==> src/include/pwr_seq_pkg.sv <==
// Constants and state types for the power, reset and wake sequencer
package pwr_seq_pkg;
  localparam int CLK_HZ = 25000000;
  localparam int WDOG_TIME_MS = 4000;
  localparam int WDOG_CYCLES_DEF = CLK_HZ / 1000 * WDOG_TIME_MS;
  localparam int KA_CYCLES_DEF = 100000;
  localparam int RTC_DIV = 763;
  localparam logic [3:0] BATT_SAMPLE_TICKS = 4'h4;
  localparam int WAKE_GPIO_N = 8;
  localparam int WAKE_GPIO3 = 3;
  localparam logic [7:0] WAKE_EN_RESET = 8'h00;
  localparam logic [3:0] PERI_HOLD = 4'h4;
  localparam logic [3:0] CORE_HOLD = 4'h8;
  localparam int ST_RTC_RESET = 0;
  localparam int ST_RESET_SWITCH = 1;
  localparam int ST_TIMEOUT = 2;
  localparam int ST_KEEPALIVE = 3;
  localparam int ST_BATT_INHIBIT = 4;
  localparam int ST_CARRIER = 5;
  localparam int ST_GPIO_LSB = 8;
  localparam int ST_W = 16;

  typedef enum logic [5:0] {
    S_OFF = 6'h01,
    S_ANNOUNCE = 6'h02,
    S_PERI_REL = 6'h04,
    S_CORE_REL = 6'h08,
    S_RUN = 6'h10,
    S_SHUT = 6'h20
  } seq_state_e;
endpackage : pwr_seq_pkg

==> src/hdl/pin_sync3.sv <==
// Three-stage input synchroniser, output changes when stages two and three agree
`timescale 1ns/100ps
module pin_sync3 #(
  parameter int W = 1,
  parameter logic [W-1:0] INIT = '0
) (
  input wire logic clk,
  input wire logic rst_n,
  input wire logic [W-1:0] d,
  output logic [W-1:0] q
);
  logic [W-1:0] s1_r, s2_r, s3_r;
  logic [W-1:0] q_nxt;
  assign q_nxt = (s2_r & s3_r) | (~(s2_r ^ s3_r) & s2_r) | ((s2_r ^ s3_r) & q);
  always_ff @(posedge clk or negedge rst_n) begin
    if (!rst_n) begin
      s1_r <= INIT;
      s2_r <= INIT;
      s3_r <= INIT;
      q <= INIT;
    end else begin
      s1_r <= d;
      s2_r <= s1_r;
      s3_r <= s2_r;
      q <= q_nxt;
    end
  end
endmodule : pin_sync3

==> src/hdl/power_reset_wake_sequencer.sv <==
// Power, reset and wake sequencer top
// Contract
// RULE_01: RTC reset resets all, sets flag
// RULE_02: Cause flags hold until software clears
// RULE_03: Reset switch resets peripherals, core, sets flag
// RULE_04: Software clears activation watchdog within four seconds
// RULE_05: Watchdog expiry resets core, sets timeout flag
// RULE_06: Keep-alive expiry resets core, sets flag
// RULE_07: Software clears keep-alive counter each interval
// RULE_08: Deep sleep only without pending interrupts
// RULE_09: Shutdowns keep RTC, reset peripherals, core
// RULE_10: Twelve wake sources; battery low blocks
// RULE_11: Power-on indication brackets battery inhibit sample
// RULE_12: Inhibit high: release peripherals, then core
// RULE_13: Inhibit low: set flag, shut down again
// RULE_14: GPIO wakes only when enabled
// RULE_15: RTC reset clears enables; line three falls
// RULE_16: GPIO wake flag set regardless of outcome
// RULE_17: Carrier bit shows live pin level
// RULE_18: Inhibit sampled fixed RTC ticks after rise
`timescale 1ns/100ps
module power_reset_wake_sequencer import pwr_seq_pkg::*; #(
  parameter int WDOG_CYCLES = WDOG_CYCLES_DEF,
  parameter int KA_CYCLES = KA_CYCLES_DEF
) (
  input wire logic clk,
  input wire logic nrst,
  input wire logic rtc_reset_in_n,
  input wire logic reset_switch_in_n,
  input wire logic power_switch_in,
  input wire logic [WAKE_GPIO_N-1:0] gpio_wake_in,
  input wire logic carrier_detect_in_n,
  input wire logic touch_wake_in,
  input wire logic alarm_wake_in,
  input wire logic battery_inhibit_in,
  input wire logic battery_low_in,
  input wire logic [WAKE_GPIO_N-1:0] wake_enable_wdata,
  input wire logic wake_enable_we,
  input wire logic activation_watchdog_clear,
  input wire logic keepalive_enable,
  input wire logic keepalive_counter_clear,
  input wire logic software_shutdown_req,
  input wire logic irq_pending,
  input wire logic [ST_W-1:0] status_clear,
  output logic power_on_indication,
  output logic main_power_enable_out,
  output logic rtc_reset_out,
  output logic peripheral_reset_out,
  output logic core_cold_reset_out,
  output logic core_reset_out,
  output logic cpu_clock_stop,
  output logic [WAKE_GPIO_N-1:0] wake_enable,
  output logic [ST_W-1:0] power_status_register
);
  logic rst_a_r, rst_r;
  always_ff @(posedge clk or negedge nrst) begin
    if (!nrst) begin
      rst_a_r <= 1'b0;
      rst_r <= 1'b0;
    end else begin
      rst_a_r <= 1'b1;
      rst_r <= rst_a_r;
    end
  end

  localparam int NPIN = 13;
  logic [NPIN-1:0] pin_q;
  logic rtc_rst_n_s, rsw_n_s, pwr_s, dcd_n_s, touch_s, alarm_s, batt_inh_s, batt_low_s;
  logic [WAKE_GPIO_N-1:0] gpio_s;
  // Reset values match each pin's idle level so that no false edge follows reset
  pin_sync3 #(.W(NPIN + WAKE_GPIO_N - 8), .INIT(13'h1a00)) u_sync (
    .clk(clk),
    .rst_n(rst_r),
    .d({rtc_reset_in_n, reset_switch_in_n, power_switch_in, carrier_detect_in_n, touch_wake_in,
        alarm_wake_in, battery_inhibit_in, battery_low_in, gpio_wake_in[7:3]}),
    .q(pin_q)
  );
  logic [2:0] gpio_lo_s;
  pin_sync3 #(.W(3), .INIT(3'h0)) u_sync_lo (
    .clk(clk),
    .rst_n(rst_r),
    .d(gpio_wake_in[2:0]),
    .q(gpio_lo_s)
  );
  assign {rtc_rst_n_s, rsw_n_s, pwr_s, dcd_n_s, touch_s, alarm_s, batt_inh_s, batt_low_s} = pin_q[12:5];
  assign gpio_s = {pin_q[4:0], gpio_lo_s};

  seq_state_e state_r, state_nxt;
  logic [9:0] div_r;
  logic rtc_tick;
  logic [3:0] tick_cnt_r;
  logic [3:0] hold_r;
  logic [31:0] wdog_r;
  logic [31:0] ka_r;
  logic [WAKE_GPIO_N-1:0] gpio_prev_r;
  logic gpio3_arm_r;
  logic pwr_prev_r, dcd_prev_r, touch_prev_r, alarm_prev_r;
  logic [ST_W-1:0] stat_r;
  logic [WAKE_GPIO_N-1:0] wake_en_r;

  assign rtc_tick = (div_r == 10'(RTC_DIV - 1));
  wire [WAKE_GPIO_N-1:0] gpio_rise = gpio_s & ~gpio_prev_r;
  wire gpio3_fall = gpio_prev_r[WAKE_GPIO3] & ~gpio_s[WAKE_GPIO3];
  wire [WAKE_GPIO_N-1:0] gpio_evt = (gpio_rise & wake_en_r) |
                                    ({{(WAKE_GPIO_N-1){1'b0}}, 1'b0} |
                                     (WAKE_GPIO_N'(gpio3_fall & gpio3_arm_r) << WAKE_GPIO3)); // RULE_14 RULE_15
  wire src_evt = (pwr_s & ~pwr_prev_r) | (dcd_prev_r & ~dcd_n_s) | (touch_s & ~touch_prev_r) |
                 (alarm_s & ~alarm_prev_r) | (|gpio_evt); // RULE_10
  wire wake_go = (state_r == S_OFF) && src_evt;
  wire sample_now = (state_r == S_ANNOUNCE) && rtc_tick && (tick_cnt_r == BATT_SAMPLE_TICKS - 4'h1); // RULE_18
  wire inhibit_ok = batt_inh_s & ~batt_low_s;
  wire wdog_exp = (state_r == S_RUN) && (wdog_r == 32'(WDOG_CYCLES - 1)) && !activation_watchdog_clear;
  wire ka_exp = (state_r == S_RUN) && keepalive_enable && (ka_r == 32'(KA_CYCLES - 1)) && !keepalive_counter_clear;
  wire sw_shut = (state_r == S_RUN) && software_shutdown_req && !irq_pending; // RULE_08
  wire batt_shut = (state_r == S_RUN) && batt_low_s;
  wire rsw_evt = !rsw_n_s;
  wire any_shut = wdog_exp | ka_exp | sw_shut | batt_shut; // RULE_09

  always_comb begin
    state_nxt = state_r;
    case (state_r)
      S_OFF: if (wake_go) state_nxt = S_ANNOUNCE;
      S_ANNOUNCE: if (sample_now) state_nxt = inhibit_ok ? S_PERI_REL : S_SHUT; // RULE_12 RULE_13
      S_PERI_REL: if (hold_r == PERI_HOLD) state_nxt = S_CORE_REL;
      S_CORE_REL: if (hold_r == CORE_HOLD) state_nxt = S_RUN;
      S_RUN: if (any_shut) state_nxt = S_SHUT;
      S_SHUT: state_nxt = S_OFF;
      default: state_nxt = S_OFF;
    endcase
    if (rsw_evt) state_nxt = S_PERI_REL; // RULE_03
  end

  logic [ST_W-1:0] set_v;
  always_comb begin
    set_v = '0;
    set_v[ST_RESET_SWITCH] = rsw_evt;
    set_v[ST_TIMEOUT] = wdog_exp; // RULE_05
    set_v[ST_KEEPALIVE] = ka_exp; // RULE_06
    set_v[ST_BATT_INHIBIT] = (sample_now && !inhibit_ok) || batt_shut; // RULE_13
    set_v[ST_GPIO_LSB +: WAKE_GPIO_N] = gpio_evt & {WAKE_GPIO_N{state_r == S_OFF}}; // RULE_16
  end

  always_ff @(posedge clk or negedge rst_r) begin
    if (!rst_r) begin
      state_r <= S_OFF;
      div_r <= '0;
      tick_cnt_r <= '0;
      hold_r <= '0;
      wdog_r <= '0;
      ka_r <= '0;
      gpio_prev_r <= '0;
      pwr_prev_r <= 1'b0;
      dcd_prev_r <= 1'b1;
      touch_prev_r <= 1'b0;
      alarm_prev_r <= 1'b0;
      gpio3_arm_r <= 1'b1;
      stat_r <= '0;
      wake_en_r <= WAKE_EN_RESET;
    end else if (!rtc_rst_n_s) begin
      state_r <= S_PERI_REL; // RULE_01
      div_r <= '0;
      hold_r <= '0;
      gpio3_arm_r <= 1'b1;
      wake_en_r <= WAKE_EN_RESET; // RULE_15
      stat_r <= '0;
      stat_r[ST_RTC_RESET] <= 1'b1; // RULE_01
    end else begin
      state_r <= state_nxt;
      div_r <= rtc_tick ? 10'h000 : div_r + 10'h001;
      tick_cnt_r <= (state_r != S_ANNOUNCE) ? 4'h0 : (rtc_tick ? tick_cnt_r + 4'h1 : tick_cnt_r);
      hold_r <= (state_nxt != state_r) ? 4'h0 : hold_r + 4'h1;
      wdog_r <= (state_r != S_RUN || activation_watchdog_clear) ? 32'h0 : wdog_r + 32'h1;
      ka_r <= (state_r != S_RUN || !keepalive_enable || keepalive_counter_clear) ? 32'h0 : ka_r + 32'h1;
      gpio_prev_r <= gpio_s;
      pwr_prev_r <= pwr_s;
      dcd_prev_r <= dcd_n_s;
      touch_prev_r <= touch_s;
      alarm_prev_r <= alarm_s;
      if (wake_enable_we) gpio3_arm_r <= 1'b0;
      if (wake_enable_we) wake_en_r <= wake_enable_wdata;
      stat_r <= (stat_r & ~status_clear) | set_v; // RULE_02
    end
  end

  always_ff @(posedge clk or negedge rst_r) begin
    if (!rst_r) begin
      power_on_indication <= 1'b0;
      main_power_enable_out <= 1'b0;
      rtc_reset_out <= 1'b1;
      peripheral_reset_out <= 1'b1;
      core_cold_reset_out <= 1'b1;
      core_reset_out <= 1'b1;
      cpu_clock_stop <= 1'b1;
      wake_enable <= WAKE_EN_RESET;
      power_status_register <= '0;
    end else begin
      power_on_indication <= (state_nxt == S_ANNOUNCE); // RULE_11
      main_power_enable_out <= (state_nxt == S_PERI_REL) || (state_nxt == S_CORE_REL) || (state_nxt == S_RUN);
      rtc_reset_out <= !rtc_rst_n_s; // RULE_01
      peripheral_reset_out <= !rtc_rst_n_s || !((state_nxt == S_CORE_REL) || (state_nxt == S_RUN)); // RULE_12
      core_cold_reset_out <= !rtc_rst_n_s || (state_nxt != S_RUN); // RULE_09
      core_reset_out <= !rtc_rst_n_s || (state_nxt != S_RUN);
      cpu_clock_stop <= (state_nxt != S_RUN); // RULE_08
      wake_enable <= wake_en_r;
      power_status_register <= stat_r;
      power_status_register[ST_CARRIER] <= !dcd_n_s; // RULE_17
    end
  end
endmodule : power_reset_wake_sequencer

==> config.mk <==
export PLATFORM = sky130hd
export DESIGN_NAME = power_reset_wake_sequencer
export DESIGN_NICKNAME = d
export VERILOG_FILES = /design/src/include/pwr_seq_pkg.sv /design/src/hdl/pin_sync3.sv /design/src/hdl/power_reset_wake_sequencer.sv
export SDC_FILE = /design/constraint.sdc
export NUM_CORES = 1
export LEC_CHECK = 0
export BUFFER_PORTS_ARGS = -buffer_cell sky130_fd_sc_hd__clkbuf_2
export CAP_MARGIN = 20
export CORE_ASPECT_RATIO = 1.5
export CORE_MARGIN = 2
export CORE_UTILIZATION = 34
export CTS_BUF_LIST = sky130_fd_sc_hd__clkbuf_16
export CTS_CLUSTER_SIZE = 12
export DETAILED_ROUTE_END_ITERATION = 7
export GPL_TIMING_DRIVEN = 0
export MAX_ROUTING_LAYER = met4
export SYNTH_ARGS = -nofsm -noshare
export SYNTH_HDL_FRONTEND = slang
export SYNTH_SLANG_ARGS = --single-unit
==> constraint.sdc <==
create_clock -name clk -period 7.5 [get_ports clk]
set_clock_uncertainty 0.1 [all_clocks]
set_input_delay 1.5 -clock clk [delete_from_list [all_inputs] [get_ports clk]]
set_output_delay 1.5 -clock clk [all_outputs]
set_load 0.02 [all_outputs]
==> impl_metrics.py <==
metrics = {
    "run_status": {
        "status": "complete, no violations",
    },
    "layout": {
        "layout.cells.most_common": "dfrtp_1",
        "flow.area_growth_from_synthesis_pct": 17.5,
        "final_nets": 965,
        "drive_above_1_share": 0.162,
        "diodes": 0,
        "layout_common_cells": "dfrtp_1 (200), nor2_1 (107), clkbuf_2 (76)",
    },
    "cts": {
        "postCtsHoldBufs": 0,
        "cts_setup_buffers": 0,
        "cts_tree": "built",
        "cts_resized": 0,
        "cts_max_path_buffers": 3,
        "numCtsBuffers": 23,
        "clk_pin_slew_ns": 0.06,
        "insertion_delay_ns": 0.52,
        "numClockSinks": 220,
        "cts_root_buf": "clkbuf_16",
        "htree_num_levels": 1,
    },
    "critical_path": {
        "worstReg2RegEnd": "main_power_enable_out",
        "critPathCaptureType": "primary output",
        "timing.rr.start": "state_r[1]",
        "arrival_ns": 1.30,
        "crit_end": "core_reset_out",
        "reg2reg_slack_ns": 4.65,
        "r2r_cells": 7,
        "worstSetupPathType": "register to primary output",
        "cp-start-kind": "register",
        "required_ns": 5.90,
        "critPathLaunch": "core_reset_out",
        "cp_max_fo": 2,
    },
    "sta": {
        "timing.fmax_mhz": 345,
        "max_slew_margin": 0.429,
        "setup_ws_ns": 4.60,
        "grt_setup_unrepaired": "no",
        "finalSetupViolCount": 0,
        "finalCritPeriodShare": 0.386,
        "worst_pin_slew_ns": 0.850,
        "fin_crit_ns": 2.90,
        "drv_slew": 0,
        "hold_viol": 0,
    },
    "die": {
        "initial_utilization": 0.343,
        "die-area_um2": 27900,
        "dieHeight_um": 204,
        "rows": 73,
        "coreArea_um2": 26300,
        "pin_count": 79,
        "die-width_um": 137,
    },
    "yosys": {
        "synth_top_family_by_area": "simple AND/OR/NAND/NOR gates",
        "syn_nets": 861,
        "synthesis.area_um2": 9030,
        "synth_edf_count": 0,
        "avgSynthCellArea_um2": 11.4,
        "async_flop_share": 1.00,
        "synthCells": 790,
        "ys_seq_elements": 220,
        "synth-xor-area-share": 0.0563,
        "synth-simple-area-share": 0.191,
        "synth-seq-area-share": 0.612,
        "synth_fa_ha_area_frac": 0.0319,
        "synth.distinct_cells": 57,
        "synthFlopType": "dfrtp_1",
        "synth_compound_area_frac": 0.0646,
        "yosysWarnings": 0,
        "muxShareOfSynthArea": 0.0226,
    },
    "global_route": {
        "grt_pass1_wl_mm": 31.5,
        "grt_use_total": 0.144,
        "grt_max_degree": 66,
        "grt_pass1_vias": 6254,
        "overflow": 0,
        "antenna_found_initial": 0,
    },
    "power_and_ir_drop": {
        "power_mw": 2.48,
        "max-vdd-ir-drop_mv": 0.191,
        "power_density_nw_per_um2": 234,
        "cellLeakagePower_nw": 4.92,
    },
    "drt": {
        "first_iter_violations": 332,
        "vias_per_cell": 4.84,
        "drc": 0,
        "drt_first_pass_iters": 5,
        "route.vias.total": 6044,
        "wl_per_cell_um": 14.9,
        "routed_wl_mm": 18.6,
        "ant_nets": 0,
    },
    "run": {
        "drv_cap": 0,
    },
    "min_path": {
        "hold_start": "u_sync.s1_r[6]",
        "hp-class": "register to register",
        "hold_path_depth": 0,
    },
    "placement": {
        "port_buffers": 76,
        "dp_hpwl_mm": 13.5,
        "gp_congestion": 0.803,
        "post-place-ws_ns": 4.11,
    },
}
critical path, cell delays in order, from the launching register on:
cell	delay, ns
dfstp_2	0.53
buf_4	0.09
clkbuf_2	0.15
worst min-delay path by stage:
stage | end
after global routing | u_sync.s2_r[6]
after detailed placement | u_sync.s2_r[6]
after global placement | u_sync.s2_r[1]
after CTS | u_sync.s2_r[6]
final | u_sync.s2_r[6]
after floorplan | rst_r
state kept, by name, indices dropped and copies added (netlist names), 8 cells and up:
signal and count:
power_status_register 16, u_sync.s2_r 13, u_sync.s1_r 13, stat_r 15, ka_r 32, div_r 10, wdog_r 32, gpio_prev_r 8
wake_enable 8, u_sync.s3_r 13, u_sync.q 13, wake_en_r 8
area by class of cell:
| type | count | area, µm² |
|---|---|---|
| clock buffers | 23 | 576 |
| inverters | 31 | 116 |
| repair buffers | 79 | 463 |
| clock inverters | 19 | 116 |
| fillers | 2591 | 15700 |
| multi-input cells | 520 | 3310 |
| flip-flops and latches | 220 | 5530 |
| plain buffers | 19 | 76.3 |
| well taps | 337 | 422 |
cell usage after synthesis, drive strengths merged (19+ instances only):
cell type | count | area share
nor2 | 108 | 0.045
xnor2 | 21 | 0.020
xor2 | 37 | 0.036
inv | 31 | 0.013
dfstp | 19 | 0.055
ha | 23 | 0.032
o21ai | 32 | 0.018
nand3 | 31 | 0.017
a21oi | 24 | 0.013
nand4 | 22 | 0.015
nand2 | 49 | 0.020
dfrtp | 201 | 0.56
cell families after synthesis:
logic type / after synthesis
flops: 220
buf+inv: 50
other cells: 1
mux: 19
simple gates: 324
xor+xnor: 58
fa+ha+maj: 23
compound gates: 95
per-layer routing:
| layer | global-route usage | share of wire | up-vias |
|---|---|---|---|
| li1 | - | - | 2940 |
| met4 | 0.0405 | 0.020 | 0 |
| met5 | - | 0 | - |
| met1 | 0.168 | 0.41 | 3000 |
| met3 | 0.0209 | 0.033 | 32 |
| met2 | 0.256 | 0.54 | 72 |
report_power, final:
part	internal [mW]	leakage (nW)	switching, mW
logic	0.0614	1.70	0.0930
clock network	0.592	0.391	0.451
registers	1.25	2.84	0.0366
total	1.90	4.92	0.581
stage by stage:
stage	cell area (µm²)	instances	util	hold WS (ns)	setup TNS, ns
3_5_place_dp	9920	1206	0.377	0.235	0
2_1_floorplan	9030	790	-	0.231	0
5_1_grt	10600	1248	0.403	0.252	0
6_report	10600	1248	0.403	0.245	0
3_3_place_gp	9830	1203	0.374	0.232	-330.62
4_1_cts	10600	1248	0.403	0.247	0
Power figures use the tool's default switching activity.
